$ cat src/inc/dtc_pkg.sv
// constants shared by the dual cascadable timer design
package dtc_pkg;
  // register byte offsets
  localparam logic [7:0] OFS_CTRL_A = 8'h00;
  localparam logic [7:0] OFS_CTRL_B = 8'h04;
  localparam logic [7:0] OFS_DATA_A = 8'h08;
  localparam logic [7:0] OFS_DATA_B = 8'h0c;
  // control register field positions
  localparam int BIT_START   = 0;
  localparam int BIT_PAUSE   = 1;
  localparam int BIT_CLK_LO  = 2;
  localparam int BIT_CLK_HI  = 3;
  localparam int BIT_WAVE_LO = 4;
  localparam int BIT_WAVE_HI = 5;
  localparam int BIT_IRQ_EN  = 6;
  localparam int BIT_FLAG    = 7;
  // clock source select codes
  localparam logic [1:0] CLK_EXT     = 2'h1;
  localparam logic [1:0] CLK_CASCADE = 2'h3;
  // wave control codes
  localparam logic [1:0] WAVE_OFF  = 2'h0;
  localparam logic [1:0] WAVE_LOW  = 2'h1;
  localparam logic [1:0] WAVE_HIGH = 2'h2;
  localparam logic [1:0] WAVE_LOAD = 2'h3;
  // reset and counter values
  localparam logic [7:0] CNT_ZERO  = 8'h00;
  localparam logic [7:0] CNT_TOP   = 8'hff;
  localparam logic [7:0] REG_RESET = 8'h00;
  localparam logic [31:0] RD_ZERO  = 32'h0000_0000;
  // internal count tick
  localparam int CLK_PERIOD_NS  = 4;
  localparam int TICK_PERIOD_NS = 16;
  localparam int TICK_CYC       = (TICK_PERIOD_NS + CLK_PERIOD_NS - 1) / CLK_PERIOD_NS;
  localparam logic [1:0] TICK_LAST = 2'(TICK_CYC - 1);
  localparam logic [1:0] TICK_ZERO = 2'h0;
  // bus codes
  localparam logic [1:0] HTRANS_NONSEQ = 2'h2;
  localparam logic       HRESP_OKAY    = 1'b0;
endpackage

$ cat src/hw/dtc_timer.sv
// dual 8-bit timer/counter, cascadable to 16 bits, with ahb-lite registers
// Operation
// RULE1 - start from zero, match sets flag, restarts
// RULE2 - match flag sets regardless of enable
// RULE3 - irq while flag and enable both set
// RULE4 - writing zero to flag clears it
// RULE5 - two timers share one irq line
// RULE6 - no flag when match meets stop write
// RULE7 - enabling with flag set raises irq immediately
// RULE8 - match inverts wave; pin driven when enabled
// RULE9 - cascade compares b:a against sixteen bit count
// RULE10 - cascade clears all sixteen bits together
// RULE11 - cascade governed by timer a control
// RULE12 - cascade uses timer a flag, enable, wave
// RULE13 - counter function counts external input edges
// RULE14 - software reads running cascade count twice
// RULE15 - initial level loads only while stopped
// RULE16 - level latched by 01/10, pin kept
// RULE17 - writing 11 while stopped drives latched level
// RULE18 - start rising edge clears and starts counting
// RULE19 - pause holds count; resume keeps value
// RULE20 - pause/start code meanings and start effects
// RULE21 - stop mode freezes count, resumes later
// RULE22 - watch mode acts like stop mode
// RULE23 - software reinitialises timer after wake-up
// RULE24 - compare latch loads at start or match
// RULE25 - timer b clock select 11 cascades
// RULE26 - data register read returns counter
// RULE27 - carry from a into b when cascaded
`timescale 1ns/1ns
module dtc_timer (
  // clock and reset
  input  wire logic        hclk,
  input  wire logic        hresetn,
  // ahb-lite slave
  input  wire logic        hsel,
  input  wire logic [31:0] haddr,
  input  wire logic [1:0]  htrans,
  input  wire logic        hwrite,
  input  wire logic [2:0]  hsize,
  input  wire logic        hready,
  input  wire logic [31:0] hwdata,
  output logic             hreadyout,
  output logic             hresp,
  output logic [31:0]      hrdata,
  // external count inputs
  input  wire logic        timer_a_ext_count,
  input  wire logic        timer_b_ext_count,
  // standby modes
  input  wire logic        stop_mode,
  input  wire logic        watch_mode,
  // outputs
  output logic             timer_a_wave_pin,
  output logic             timer_b_wave_pin,
  output logic             shared_timer_irq
);
  typedef struct packed {
    logic [7:0] data_a;
    logic [7:0] data_b;
    logic [7:0] latch_a;
    logic [7:0] latch_b;
    logic [7:0] cnt_a;
    logic [7:0] cnt_b;
    logic [1:0] clksel_a;
    logic [1:0] clksel_b;
    logic [1:0] start;
    logic [1:0] pause;
    logic [1:0] irq_en;
    logic [1:0] flag;
    logic [1:0] ext_q;
    logic [1:0] div;
  } dtc_state_type;

  dtc_state_type q;
  dtc_state_type c;

  logic        wr_en;
  logic [7:0]  wr_addr;
  logic [7:0]  wr_data;
  logic [7:0]  rd_addr;
  logic [31:0] rd_word;
  logic        wr_ctl_a;
  logic        wr_ctl_b;
  logic        wr_data_a;
  logic        wr_data_b;
  logic        tick_int;
  logic [1:0]  ext_edge;
  logic        cascade;
  logic        standby;
  logic        tk_a;
  logic        tk_b;
  logic        run_a;
  logic        run_b;
  logic        match_a;
  logic        match_b;
  logic        ev_a;
  logic        ev_b;
  logic        stop_a;
  logic        stop_b;
  logic        set_a;
  logic        set_b;
  logic        rise_a;
  logic        rise_b;
  logic [1:0]  wf_a;
  logic [1:0]  wf_b;

  dtc_ahb_slave u_bus (
    .hclk      (hclk),
    .hresetn   (hresetn),
    .hsel      (hsel),
    .haddr     (haddr),
    .htrans    (htrans),
    .hwrite    (hwrite),
    .hsize     (hsize),
    .hready    (hready),
    .hwdata    (hwdata),
    .hreadyout (hreadyout),
    .hresp     (hresp),
    .hrdata    (hrdata),
    .wr_en     (wr_en),
    .wr_addr   (wr_addr),
    .wr_data   (wr_data),
    .rd_addr   (rd_addr),
    .rd_word   (rd_word)
  );

  // register decode
  assign wr_ctl_a  = wr_en && (wr_addr == dtc_pkg::OFS_CTRL_A);
  assign wr_ctl_b  = wr_en && (wr_addr == dtc_pkg::OFS_CTRL_B);
  assign wr_data_a = wr_en && (wr_addr == dtc_pkg::OFS_DATA_A);
  assign wr_data_b = wr_en && (wr_addr == dtc_pkg::OFS_DATA_B);

  // count clock sources
  assign tick_int = (q.div == dtc_pkg::TICK_LAST);
  assign ext_edge = {timer_b_ext_count, timer_a_ext_count} & ~q.ext_q;
  assign cascade  = (q.clksel_b == dtc_pkg::CLK_CASCADE); // RULE25
  assign standby  = stop_mode || watch_mode;
  assign tk_a     = (q.clksel_a == dtc_pkg::CLK_EXT) ? ext_edge[0] : tick_int; // RULE13
  assign tk_b     = (q.clksel_b == dtc_pkg::CLK_EXT) ? ext_edge[1] : tick_int; // RULE13

  // running: started, not paused, not in stop or watch mode
  assign run_a = q.start[0] && !q.pause[0] && !standby; // RULE20 RULE21 RULE22
  assign run_b = q.start[1] && !q.pause[1] && !standby && !cascade; // RULE11

  // compare against the latch, 16 bits wide when cascaded
  assign match_a = cascade ? ({q.cnt_b, q.cnt_a} == {q.latch_b, q.latch_a}) : (q.cnt_a == q.latch_a); // RULE9
  assign match_b = (q.cnt_b == q.latch_b);
  assign ev_a    = run_a && tk_a && match_a;
  assign ev_b    = run_b && tk_b && match_b; // RULE5

  // a stop written in the match cycle suppresses the flag
  assign stop_a = wr_ctl_a && !wr_data[dtc_pkg::BIT_START];
  assign stop_b = wr_ctl_b && !wr_data[dtc_pkg::BIT_START];
  assign set_a  = ev_a && !stop_a; // RULE6
  assign set_b  = ev_b && !stop_b; // RULE6
  assign rise_a = wr_ctl_a && wr_data[dtc_pkg::BIT_START] && !q.start[0];
  assign rise_b = wr_ctl_b && wr_data[dtc_pkg::BIT_START] && !q.start[1] && !cascade;

  // one shared request line, level while any enabled flag is set
  assign shared_timer_irq = |(q.flag & q.irq_en); // RULE3 RULE5 RULE7 RULE12

  always_comb begin
    c       = q;
    c.ext_q = {timer_b_ext_count, timer_a_ext_count};
    c.div   = tick_int ? dtc_pkg::TICK_ZERO : q.div + 2'h1;
    // timer a, or the whole cascade
    if (ev_a) begin
      c.cnt_a   = dtc_pkg::CNT_ZERO; // RULE1
      c.latch_a = q.data_a; // RULE24
      if (cascade) begin
        c.cnt_b   = dtc_pkg::CNT_ZERO; // RULE10
        c.latch_b = q.data_b; // RULE24
      end
    end else if (run_a && tk_a) begin
      c.cnt_a = q.cnt_a + 8'h01; // RULE1
      if (cascade && (q.cnt_a == dtc_pkg::CNT_TOP)) begin
        c.cnt_b = q.cnt_b + 8'h01; // RULE27
      end
    end
    // timer b alone
    if (ev_b) begin
      c.cnt_b   = dtc_pkg::CNT_ZERO; // RULE1
      c.latch_b = q.data_b; // RULE24
    end else if (run_b && tk_b) begin
      c.cnt_b = q.cnt_b + 8'h01; // RULE1
    end
    // control a
    if (wr_ctl_a) begin
      c.start[0] = wr_data[dtc_pkg::BIT_START];
      c.pause[0] = wr_data[dtc_pkg::BIT_PAUSE]; // RULE19
      c.clksel_a = wr_data[dtc_pkg::BIT_CLK_HI:dtc_pkg::BIT_CLK_LO];
      c.irq_en[0] = wr_data[dtc_pkg::BIT_IRQ_EN];
      if (!wr_data[dtc_pkg::BIT_FLAG]) begin
        c.flag[0] = 1'b0; // RULE4
      end
    end
    if (rise_a) begin
      c.cnt_a   = dtc_pkg::CNT_ZERO; // RULE18 RULE20
      c.latch_a = q.data_a; // RULE24
      if (cascade) begin
        c.cnt_b   = dtc_pkg::CNT_ZERO; // RULE10 RULE11
        c.latch_b = q.data_b; // RULE24
      end
    end
    // control b
    if (wr_ctl_b) begin
      c.start[1] = wr_data[dtc_pkg::BIT_START];
      c.pause[1] = wr_data[dtc_pkg::BIT_PAUSE]; // RULE19
      c.clksel_b = wr_data[dtc_pkg::BIT_CLK_HI:dtc_pkg::BIT_CLK_LO]; // RULE25
      c.irq_en[1] = wr_data[dtc_pkg::BIT_IRQ_EN];
      if (!wr_data[dtc_pkg::BIT_FLAG]) begin
        c.flag[1] = 1'b0; // RULE4
      end
    end
    if (rise_b) begin
      c.cnt_b   = dtc_pkg::CNT_ZERO; // RULE18 RULE20
      c.latch_b = q.data_b; // RULE24
    end
    // hardware set wins over a software clear
    if (set_a) begin
      c.flag[0] = 1'b1; // RULE1 RULE2 RULE12
    end
    if (set_b) begin
      c.flag[1] = 1'b1; // RULE2
    end
    // compare data, taken into the latch later
    if (wr_data_a) begin
      c.data_a = wr_data; // RULE24
    end
    if (wr_data_b) begin
      c.data_b = wr_data; // RULE24
    end
  end

  always_ff @(posedge hclk or negedge hresetn) begin
    if (!hresetn) begin
      q <= '0;
    end else begin
      q <= c;
    end
  end

  // read mux; data offsets return the live count
  always_comb begin
    rd_word = dtc_pkg::RD_ZERO;
    case (rd_addr)
      dtc_pkg::OFS_CTRL_A: begin
        rd_word[7:0] = {q.flag[0], q.irq_en[0], wf_a, q.clksel_a, q.pause[0], q.start[0]};
      end
      dtc_pkg::OFS_CTRL_B: begin
        rd_word[7:0] = {q.flag[1], q.irq_en[1], wf_b, q.clksel_b, q.pause[1], q.start[1]};
      end
      dtc_pkg::OFS_DATA_A: begin
        rd_word[7:0] = q.cnt_a; // RULE26
      end
      dtc_pkg::OFS_DATA_B: begin
        rd_word[7:0] = q.cnt_b; // RULE26
      end
      default: begin
        rd_word = dtc_pkg::RD_ZERO;
      end
    endcase
  end

  // square-wave outputs; in cascade only timer a toggles
  dtc_wave u_wave_a (
    .hclk    (hclk),
    .hresetn (hresetn),
    .ctl_wr  (wr_ctl_a),
    .ctl_val (wr_data[dtc_pkg::BIT_WAVE_HI:dtc_pkg::BIT_WAVE_LO]),
    .stopped (!q.start[0]),
    .toggle  (ev_a),
    .field   (wf_a),
    .pin     (timer_a_wave_pin)
  );

  dtc_wave u_wave_b (
    .hclk    (hclk),
    .hresetn (hresetn),
    .ctl_wr  (wr_ctl_b),
    .ctl_val (wr_data[dtc_pkg::BIT_WAVE_HI:dtc_pkg::BIT_WAVE_LO]),
    .stopped (!q.start[1]),
    .toggle  (ev_b),
    .field   (wf_b),
    .pin     (timer_b_wave_pin)
  );
endmodule

$ cat src/hw/dtc_ahb_slave.sv
// zero-wait AHB-Lite slave front end for the timer registers
`timescale 1ns/1ns
module dtc_ahb_slave (
  // clock and reset
  input  wire logic        hclk,
  input  wire logic        hresetn,
  // ahb-lite slave port
  input  wire logic        hsel,
  input  wire logic [31:0] haddr,
  input  wire logic [1:0]  htrans,
  input  wire logic        hwrite,
  input  wire logic [2:0]  hsize,
  input  wire logic        hready,
  input  wire logic [31:0] hwdata,
  output logic             hreadyout,
  output logic             hresp,
  output logic [31:0]      hrdata,
  // register side
  output logic             wr_en,
  output logic [7:0]       wr_addr,
  output logic [7:0]       wr_data,
  output logic [7:0]       rd_addr,
  input  wire logic [31:0] rd_word
);
  typedef struct packed {
    logic        wpend;
    logic [7:0]  waddr;
    logic [31:0] rdata;
  } dtc_ahb_state_type;

  dtc_ahb_state_type q;
  dtc_ahb_state_type c;
  logic              take;

  // only whole-word single transfers are issued by the master
  assign take      = hsel && hready && (htrans == dtc_pkg::HTRANS_NONSEQ) && (hsize == 3'h2);
  assign hreadyout = 1'b1;
  assign hresp     = dtc_pkg::HRESP_OKAY;
  assign hrdata    = q.rdata;
  assign wr_en     = q.wpend;
  assign wr_addr   = q.waddr;
  assign wr_data   = hwdata[7:0];
  assign rd_addr   = haddr[7:0];

  always_comb begin
    c       = q;
    // writes outside the mapped window are dropped
    c.wpend = take && hwrite && (haddr[31:8] == 24'h00_0000);
    if (take) begin
      c.waddr = haddr[7:0];
    end
    // read word captured at the address phase, stands in the data phase
    if (take && !hwrite) begin
      c.rdata = (haddr[31:8] == 24'h00_0000) ? rd_word : dtc_pkg::RD_ZERO;
    end
  end

  always_ff @(posedge hclk or negedge hresetn) begin
    if (!hresetn) begin
      q <= '0;
    end else begin
      q <= c;
    end
  end
endmodule

$ cat src/hw/dtc_wave.sv
// square-wave output with programmable initial level
`timescale 1ns/1ns
module dtc_wave (
  // clock and reset
  input  wire logic       hclk,
  input  wire logic       hresetn,
  // control
  input  wire logic       ctl_wr,
  input  wire logic [1:0] ctl_val,
  input  wire logic       stopped,
  input  wire logic       toggle,
  // outputs
  output logic [1:0]      field,
  output logic            pin
);
  typedef struct packed {
    logic [1:0] field;
    logic       lvl;
    logic       out;
  } dtc_wave_state_type;

  dtc_wave_state_type q;
  dtc_wave_state_type c;

  assign field = q.field;
  assign pin   = (q.field != dtc_pkg::WAVE_OFF) ? q.out : 1'b0; // RULE8

  always_comb begin
    c = q;
    if (toggle) begin
      c.out = ~q.out; // RULE8
    end
    if (ctl_wr) begin
      c.field = ctl_val;
      case (ctl_val)
        dtc_pkg::WAVE_LOW: begin
          c.lvl = 1'b0; // RULE16
        end
        dtc_pkg::WAVE_HIGH: begin
          c.lvl = 1'b1; // RULE16
        end
        dtc_pkg::WAVE_LOAD: begin
          if (stopped) begin
            c.out = q.lvl; // RULE15 RULE17
          end
        end
        default: begin
          c.lvl = q.lvl;
        end
      endcase
    end
  end

  always_ff @(posedge hclk or negedge hresetn) begin
    if (!hresetn) begin
      q <= '0;
    end else begin
      q <= c;
    end
  end
endmodule

$ cat config.mk
export PLATFORM = sky130hd
export DESIGN_NAME = dtc_timer
export DESIGN_NICKNAME = d
export VERILOG_FILES = /design/src/inc/dtc_pkg.sv /design/src/hw/dtc_timer.sv /design/src/hw/dtc_ahb_slave.sv /design/src/hw/dtc_wave.sv
export SDC_FILE = /design/constraint.sdc
export NUM_CORES = 1
export LEC_CHECK = 0
export ABC_CLOCK_PERIOD_IN_PS = 3800
export BUFFER_PORTS_ARGS = -buffer_cell sky130_fd_sc_hd__clkbuf_2
export CORE_AREA = 2 2 146 148
export CTS_BUF_LIST = sky130_fd_sc_hd__clkbuf_4 sky130_fd_sc_hd__clkbuf_8 sky130_fd_sc_hd__clkbuf_16
export CTS_CLUSTER_SIZE = 28
export DETAILED_ROUTE_END_ITERATION = 7
export DIE_AREA = 0 0 148 150
export SYNTH_ARGS = -nofsm -noshare
export SYNTH_HDL_FRONTEND = slang
export SYNTH_HIERARCHICAL = 1
export SYNTH_SLANG_ARGS = --single-unit
$ cat constraint.sdc
create_clock -name hclk -period 3.8 [get_ports hclk]
set_input_delay 0 -clock hclk [delete_from_list [all_inputs] [get_ports hclk]]
set_output_delay 0 -clock hclk [all_outputs]
set_load 0.005 [all_outputs]
======== Word-level counts from Yosys, hierarchy flattened ========
Cells that the tools add are included.
operators by class
  $add $sub $neg .......................... 3
  equality and inequality tests ........... 21
  muxes and demuxes ....................... 36
  bitwise operators ....................... 5
  reductions and logical operators ........ 55
operators by type and width
  cell                                                   number
  2-to-1 mux 8 bit                                       11
  2-to-1 mux 16 bit                                      3
  equality test 8 x 4 -> 1 bit, second input constant    4
  2-to-1 mux 32 bit                                      1
  one-hot mux 8 bit (4 select lines)                     1
  logical AND 1 bit                                      29
  logical NOT 24 bit                                     1
  2-to-1 mux 1 bit                                       18
  adder 8 x 1 -> 8 bit, second input constant            2
  equality test 16 bit                                   1
  equality test 8 x 3 -> 1 bit, second input constant    2
  equality test 8 bit                                    2
  logical NOT 8 bit                                      2
  nonzero test 2 bit                                     6
  equality test 2 bit, second input constant             5
  logical NOT 1 bit                                      10
  equality test 8 bit, second input constant             1
  AND reduction 2 bit                                    4
  equality test 2 x 1 -> 1 bit, second input constant    3
  AND 2 bit                                              2
  inequality test 2 x 1 -> 1 bit, second input constant  2
  equality test 3 x 2 -> 1 bit, second input constant    1
  nonzero test 3 bit                                     1
  adder 2 x 1 -> 2 bit, second input constant            1
  6 further kinds                                        7
storage, ports and cells
  flip-flop bits (word level) ............. 113
  output and inout bits ................... 37

======== Depth between registers and ports, before layout ========
  depth after elaboration ................. 11
  mapped depth ............................ 8

======== Hierarchy ========
Netlist, hierarchy kept.
modules (own cells, without submodules)
  module         times used  cells an instance  area each (sq um)  seq. area each (sq um)
  dtc_timer      1           277                3,298.2            1,601.5
  dtc_ahb_slave  1           201                2,326.0            1,026.0
  dtc_wave       2           17                 236.5              100.1

======== Least setup slack after synthesis ========
Ideal clock, no wire load.
  path kind ............................... register to register
  from .................................... register u_bus.q, in the netlist u_bus/wr_addr[4]
  to ...................................... register q[45] (netlist name)
  data arrival time ....................... 2.119 ns
  required time ........................... 3.675 ns
  setup slack ............................. 1.556 ns
  cell stages (with the launch flop) ...... 7
  path buffers ............................ 1
  period minus slack after synthesis ...... 2.244 ns
  path through ............................ dfrtp_1 > or4b_4 > nor4_4 > nand3_2 > nand2_4 > buf_12 > mux2_4
RTL lines
  element                   RTL line             RTL
  start: declaration        dtc_ahb_slave.sv:31  dtc_ahb_state_type q;
  start signal: assignment  dtc_ahb_slave.sv:60  q <= '0;
  start signal: assignment  dtc_ahb_slave.sv:62  q <= c;

======== Worst setup path after layout ========
  from .................................... register u_bus.q, in the netlist u_bus/wr_addr[4]
  to ...................................... register u_wave_b/q[1] (netlist name)
between the ends
  longest elaborated chain between the ends .. 3
ends and longest elaborated chain
  element                        RTL line          RTL
  equality test 8 x 3 -> 1 bit   dtc_timer.sv:129  assign wr_ctl_b = wr_en && (wr_addr == dtc_pkg::OFS_CTRL_B);
  logical AND 1 bit              dtc_timer.sv:129
  via wr_ctl_b                   dtc_timer.sv:83   logic wr_ctl_b;
  AND reduction 2 bit (no line)  n/a
  end signal: assignment         dtc_wave.sv:56    q <= '0;
  end signal: assignment         dtc_wave.sv:58    q <= c;
  end: declaration               dtc_wave.sv:22    dtc_wave_state_type q;
The timed path passes the listed nets, and every way through them passes these cells.
A chain may end at the register's enable or synchronous reset.

==> run metrics <==
status completed; Slowest-stage cell, CP or4b_4; n_diodes 0; Total Wirelength 14.1 mm; DP Area 6720 µm²; Synth Area per Inst 11.9 µm²; Post-synth EDFFs 0; Avg WL per Cell 15.6 µm; DR DRC count 0; P per Cell Area 429 nW/µm²; LEAKAGE 0.00355 µW; worst-path fanout max 7; Routability Congestion 0.809; CP Launch Type flip-flop; setup TNS 0 ns; DR vias 4293; I/O pins 115; Root Buffer clkbuf_16; number of vias per cell 4.75; final instance area 7480 µm²; CTS clk-pin slew, worst paths 0.05 ns; hold buffers post-CTS 17; Final Power 3210 µW; Initial Utilization 0.295; core area 20700 µm²; Resized cells post-CTS 0; Rel. slew slack 0.334; Setup CP Type flip-flop to flip-flop; Die Y 150 µm; Cell Rows 53; Fin Clk Skew 0.00828 ns; Sink Count 113; Syn-to-layout area delta 22.7%; HP Class input port to flip-flop; final setup violation count 0; grt total ovfl 0; Max Slew Vio Count 0; setup bufs post-CTS 0; fin crit period 2.51 ns; worst path required time 4.10 ns; Die Width 148 µm; vias in the first global route 4425; final hold vios 0; initial antenna violation count 0; peak supply drop 0.310 mV; Final HPWL DP 9.87 mm; clk_lat worst skew 0.42 ns; gr usage total 0.135; fraction of registers with async set/reset 1.00; Port Buffers 88; Post-synth top flop dfrtp_1; RSZ-0062 raised after global routing false; 1st-iter DRT viols 187; first-pass GRT wire length 23.3 mm; DR pass1 iterations 4; max incr delay on CP 0.57 ns; achievable clock frequency 398 MHz; H-tree depth 4; Cell Chain, Critical Path or4b_4 > nor3_1 > nand2_1 > inv_1 > nor2b_4 > mux2_4; Post-Syn Area 6100 µm²; sequential share of the synthesized area 0.464; CTS buffer count 17; ratio of cells with drive above 1 in the final layout 0.361; number of distinct library cells after synthesis 56; period utilization 0.661; Die ar. 22200 µm²; Bufs on Longest Clock Path 2; total of max-cap violations 0; Tightest Pin Transition 0.995 ns; CP endpoint kind flip-flop; Seq cells post-synth 113; Nets 703; CTS tree yes; Gate Count Post-Synth 512; Routed Antenna Nets 0; largest net degree at the start of global routing 66; synth warn 6; Worst Path Arrival 2.81 ns
-- final cells by class --
type / count / area (µm²)
inverter: 41 / 154
fill: 2084 / 13200
timing repair buffer: 113 / 673
tap: 275 / 344
sequential: 113 / 2830
clock inverter: 5 / 75.1
multi-input combinational: 332 / 2890
clock buffer: 25 / 523
-- flip-flops by register name, summed over array words and instances (netlist names) --
name            count
q                  64
u_bus/hrdata       32
u_bus/wr_addr       8
u_bus/wr_en         1
u_wave_a/field      2
u_wave_a/q          2
u_wave_b/field      2
u_wave_b/q          2
-- placed cells by master, fill, tap and decap left out, drive strengths merged, types with 2 or more instances in the layout --
cell         count
nor3b            2
a22o             2
nand4            4
nor4            13
conb            26
mux2i            2
nand3b           3
mux4             8
o21ai           13
nand3           14
o21a             4
dlygate4sd3     17
inv             41
clkinv           3
o31ai           34
xor2            21
a21oi            6
a211o            2
xnor2            2
or4              2
nor3             6
nor2            13
bufinv           2
buf              9
mux2            55
and3            12
a31oi            2
nor2b            6
or3              6
dfrtp          113
nand2           20
clkbuf         112
and2             2
ha               7
and4             3
o41ai           32
-- worst paths after layout --
check                      depth (start not counted)              from          endpoint  slack (ns)
max reg2reg                                        6  u_bus/wr_addr[4]     u_wave_b/q[1]        1.29
min reg2reg                                        1              q[0]              q[0]        0.43
max in group asynchronous                          3           hresetn   u_bus/hrdata[7]        2.68
max                                                6  u_bus/wr_addr[4]     u_wave_b/q[1]        1.29
min in group asynchronous                          2           hresetn             q[36]        0.24
min                                                2          haddr[3]  u_bus/wr_addr[3]        0.09
-- layer usage --
| metal | share of wire | vias up | track usage |
|---|---|---|---|
| li1 | - | 2056 | - |
| met1 | 0.48 | 2112 | 0.185 |
| met2 | 0.46 | 111 | 0.206 |
| met3 | 0.052 | 14 | 0.0369 |
| met4 | 0.011 | 0 | 0.0486 |
| met5 | 0 | - | 0 |
-- synth_stat cells (3+ instances only) --
| library cell | n | share of area |
|---|---|---|
| clkbuf_1 | 11 | 0.0068 |
| nand4_1 | 4 | 0.0041 |
| o21a_1 | 4 | 0.0049 |
| buf_4 | 23 | 0.028 |
| nor2b_1 | 4 | 0.0041 |
| dfrtp_1 | 113 | 0.46 |
| buf_1 | 4 | 0.0025 |
| mux2_1 | 4 | 0.0074 |
| o21ai_0 | 12 | 0.0099 |
| ha_1 | 7 | 0.014 |
| a21oi_1 | 6 | 0.0049 |
| buf_2 | 7 | 0.0057 |
| nand3_2 | 3 | 0.0049 |
| conb_1 | 3 | 0.0018 |
| nor3_1 | 6 | 0.0049 |
| mux2_2 | 44 | 0.081 |
| nand3_1 | 11 | 0.0090 |
| or3_1 | 6 | 0.0062 |
| nand2_1 | 19 | 0.012 |
| mux4_2 | 8 | 0.030 |
| nand3b_1 | 3 | 0.0037 |
| xor2_1 | 21 | 0.030 |
| o41ai_2 | 30 | 0.080 |
| inv_1 | 41 | 0.025 |
| nor2_1 | 12 | 0.0074 |
| o31ai_1 | 34 | 0.042 |
| and3_1 | 12 | 0.012 |
| mux2_4 | 7 | 0.017 |
| buf_6 | 3 | 0.0055 |
| and4_1 | 3 | 0.0043 |
| nor4_1 | 12 | 0.012 |
-- per-stage QoR --
step	std cells	hold slack [ns]	worst slack, ns	utilization
after floorplan	535	-0.296	1.56	-
after global placement	857	0.129	1.34	0.325
after detailed placement	857	0.128	1.32	0.325
after CTS	904	0.0829	1.28	0.362
after global routing	904	0.107	1.16	0.362
final	904	0.0899	1.29	0.362
-- power breakdown --
group / leakage (µW) / internal, µW / switching [µW]
sequential: 0.00148 / 1270 / 57.1
combinational: 0.00176 / 141 / 151
clock: 0.000302 / 1070 / 522
-- critical path, delay by kind of cell (launching register included) --
kind                   cells  cell delay (ns)
buffers and inverters      1             0.28
multiplexers               1             0.29
flip-flops                 1             0.37
AND/OR/NAND/NOR            4             1.45
-- cells by family (layout without fill, tap and decap cells) --
kind of cell	count (synthesis)	after routing	synth area share
other cells	3	26	0.00185
xor+xnor	23	23	0.0330
flops	113	113	0.464
buf+inv	90	184	0.0774
simple gates	112	112	0.112
fa+ha+maj	7	7	0.0144
mux	65	65	0.139
compound gates	99	99	0.159
(Power assumes the default switching activity.)
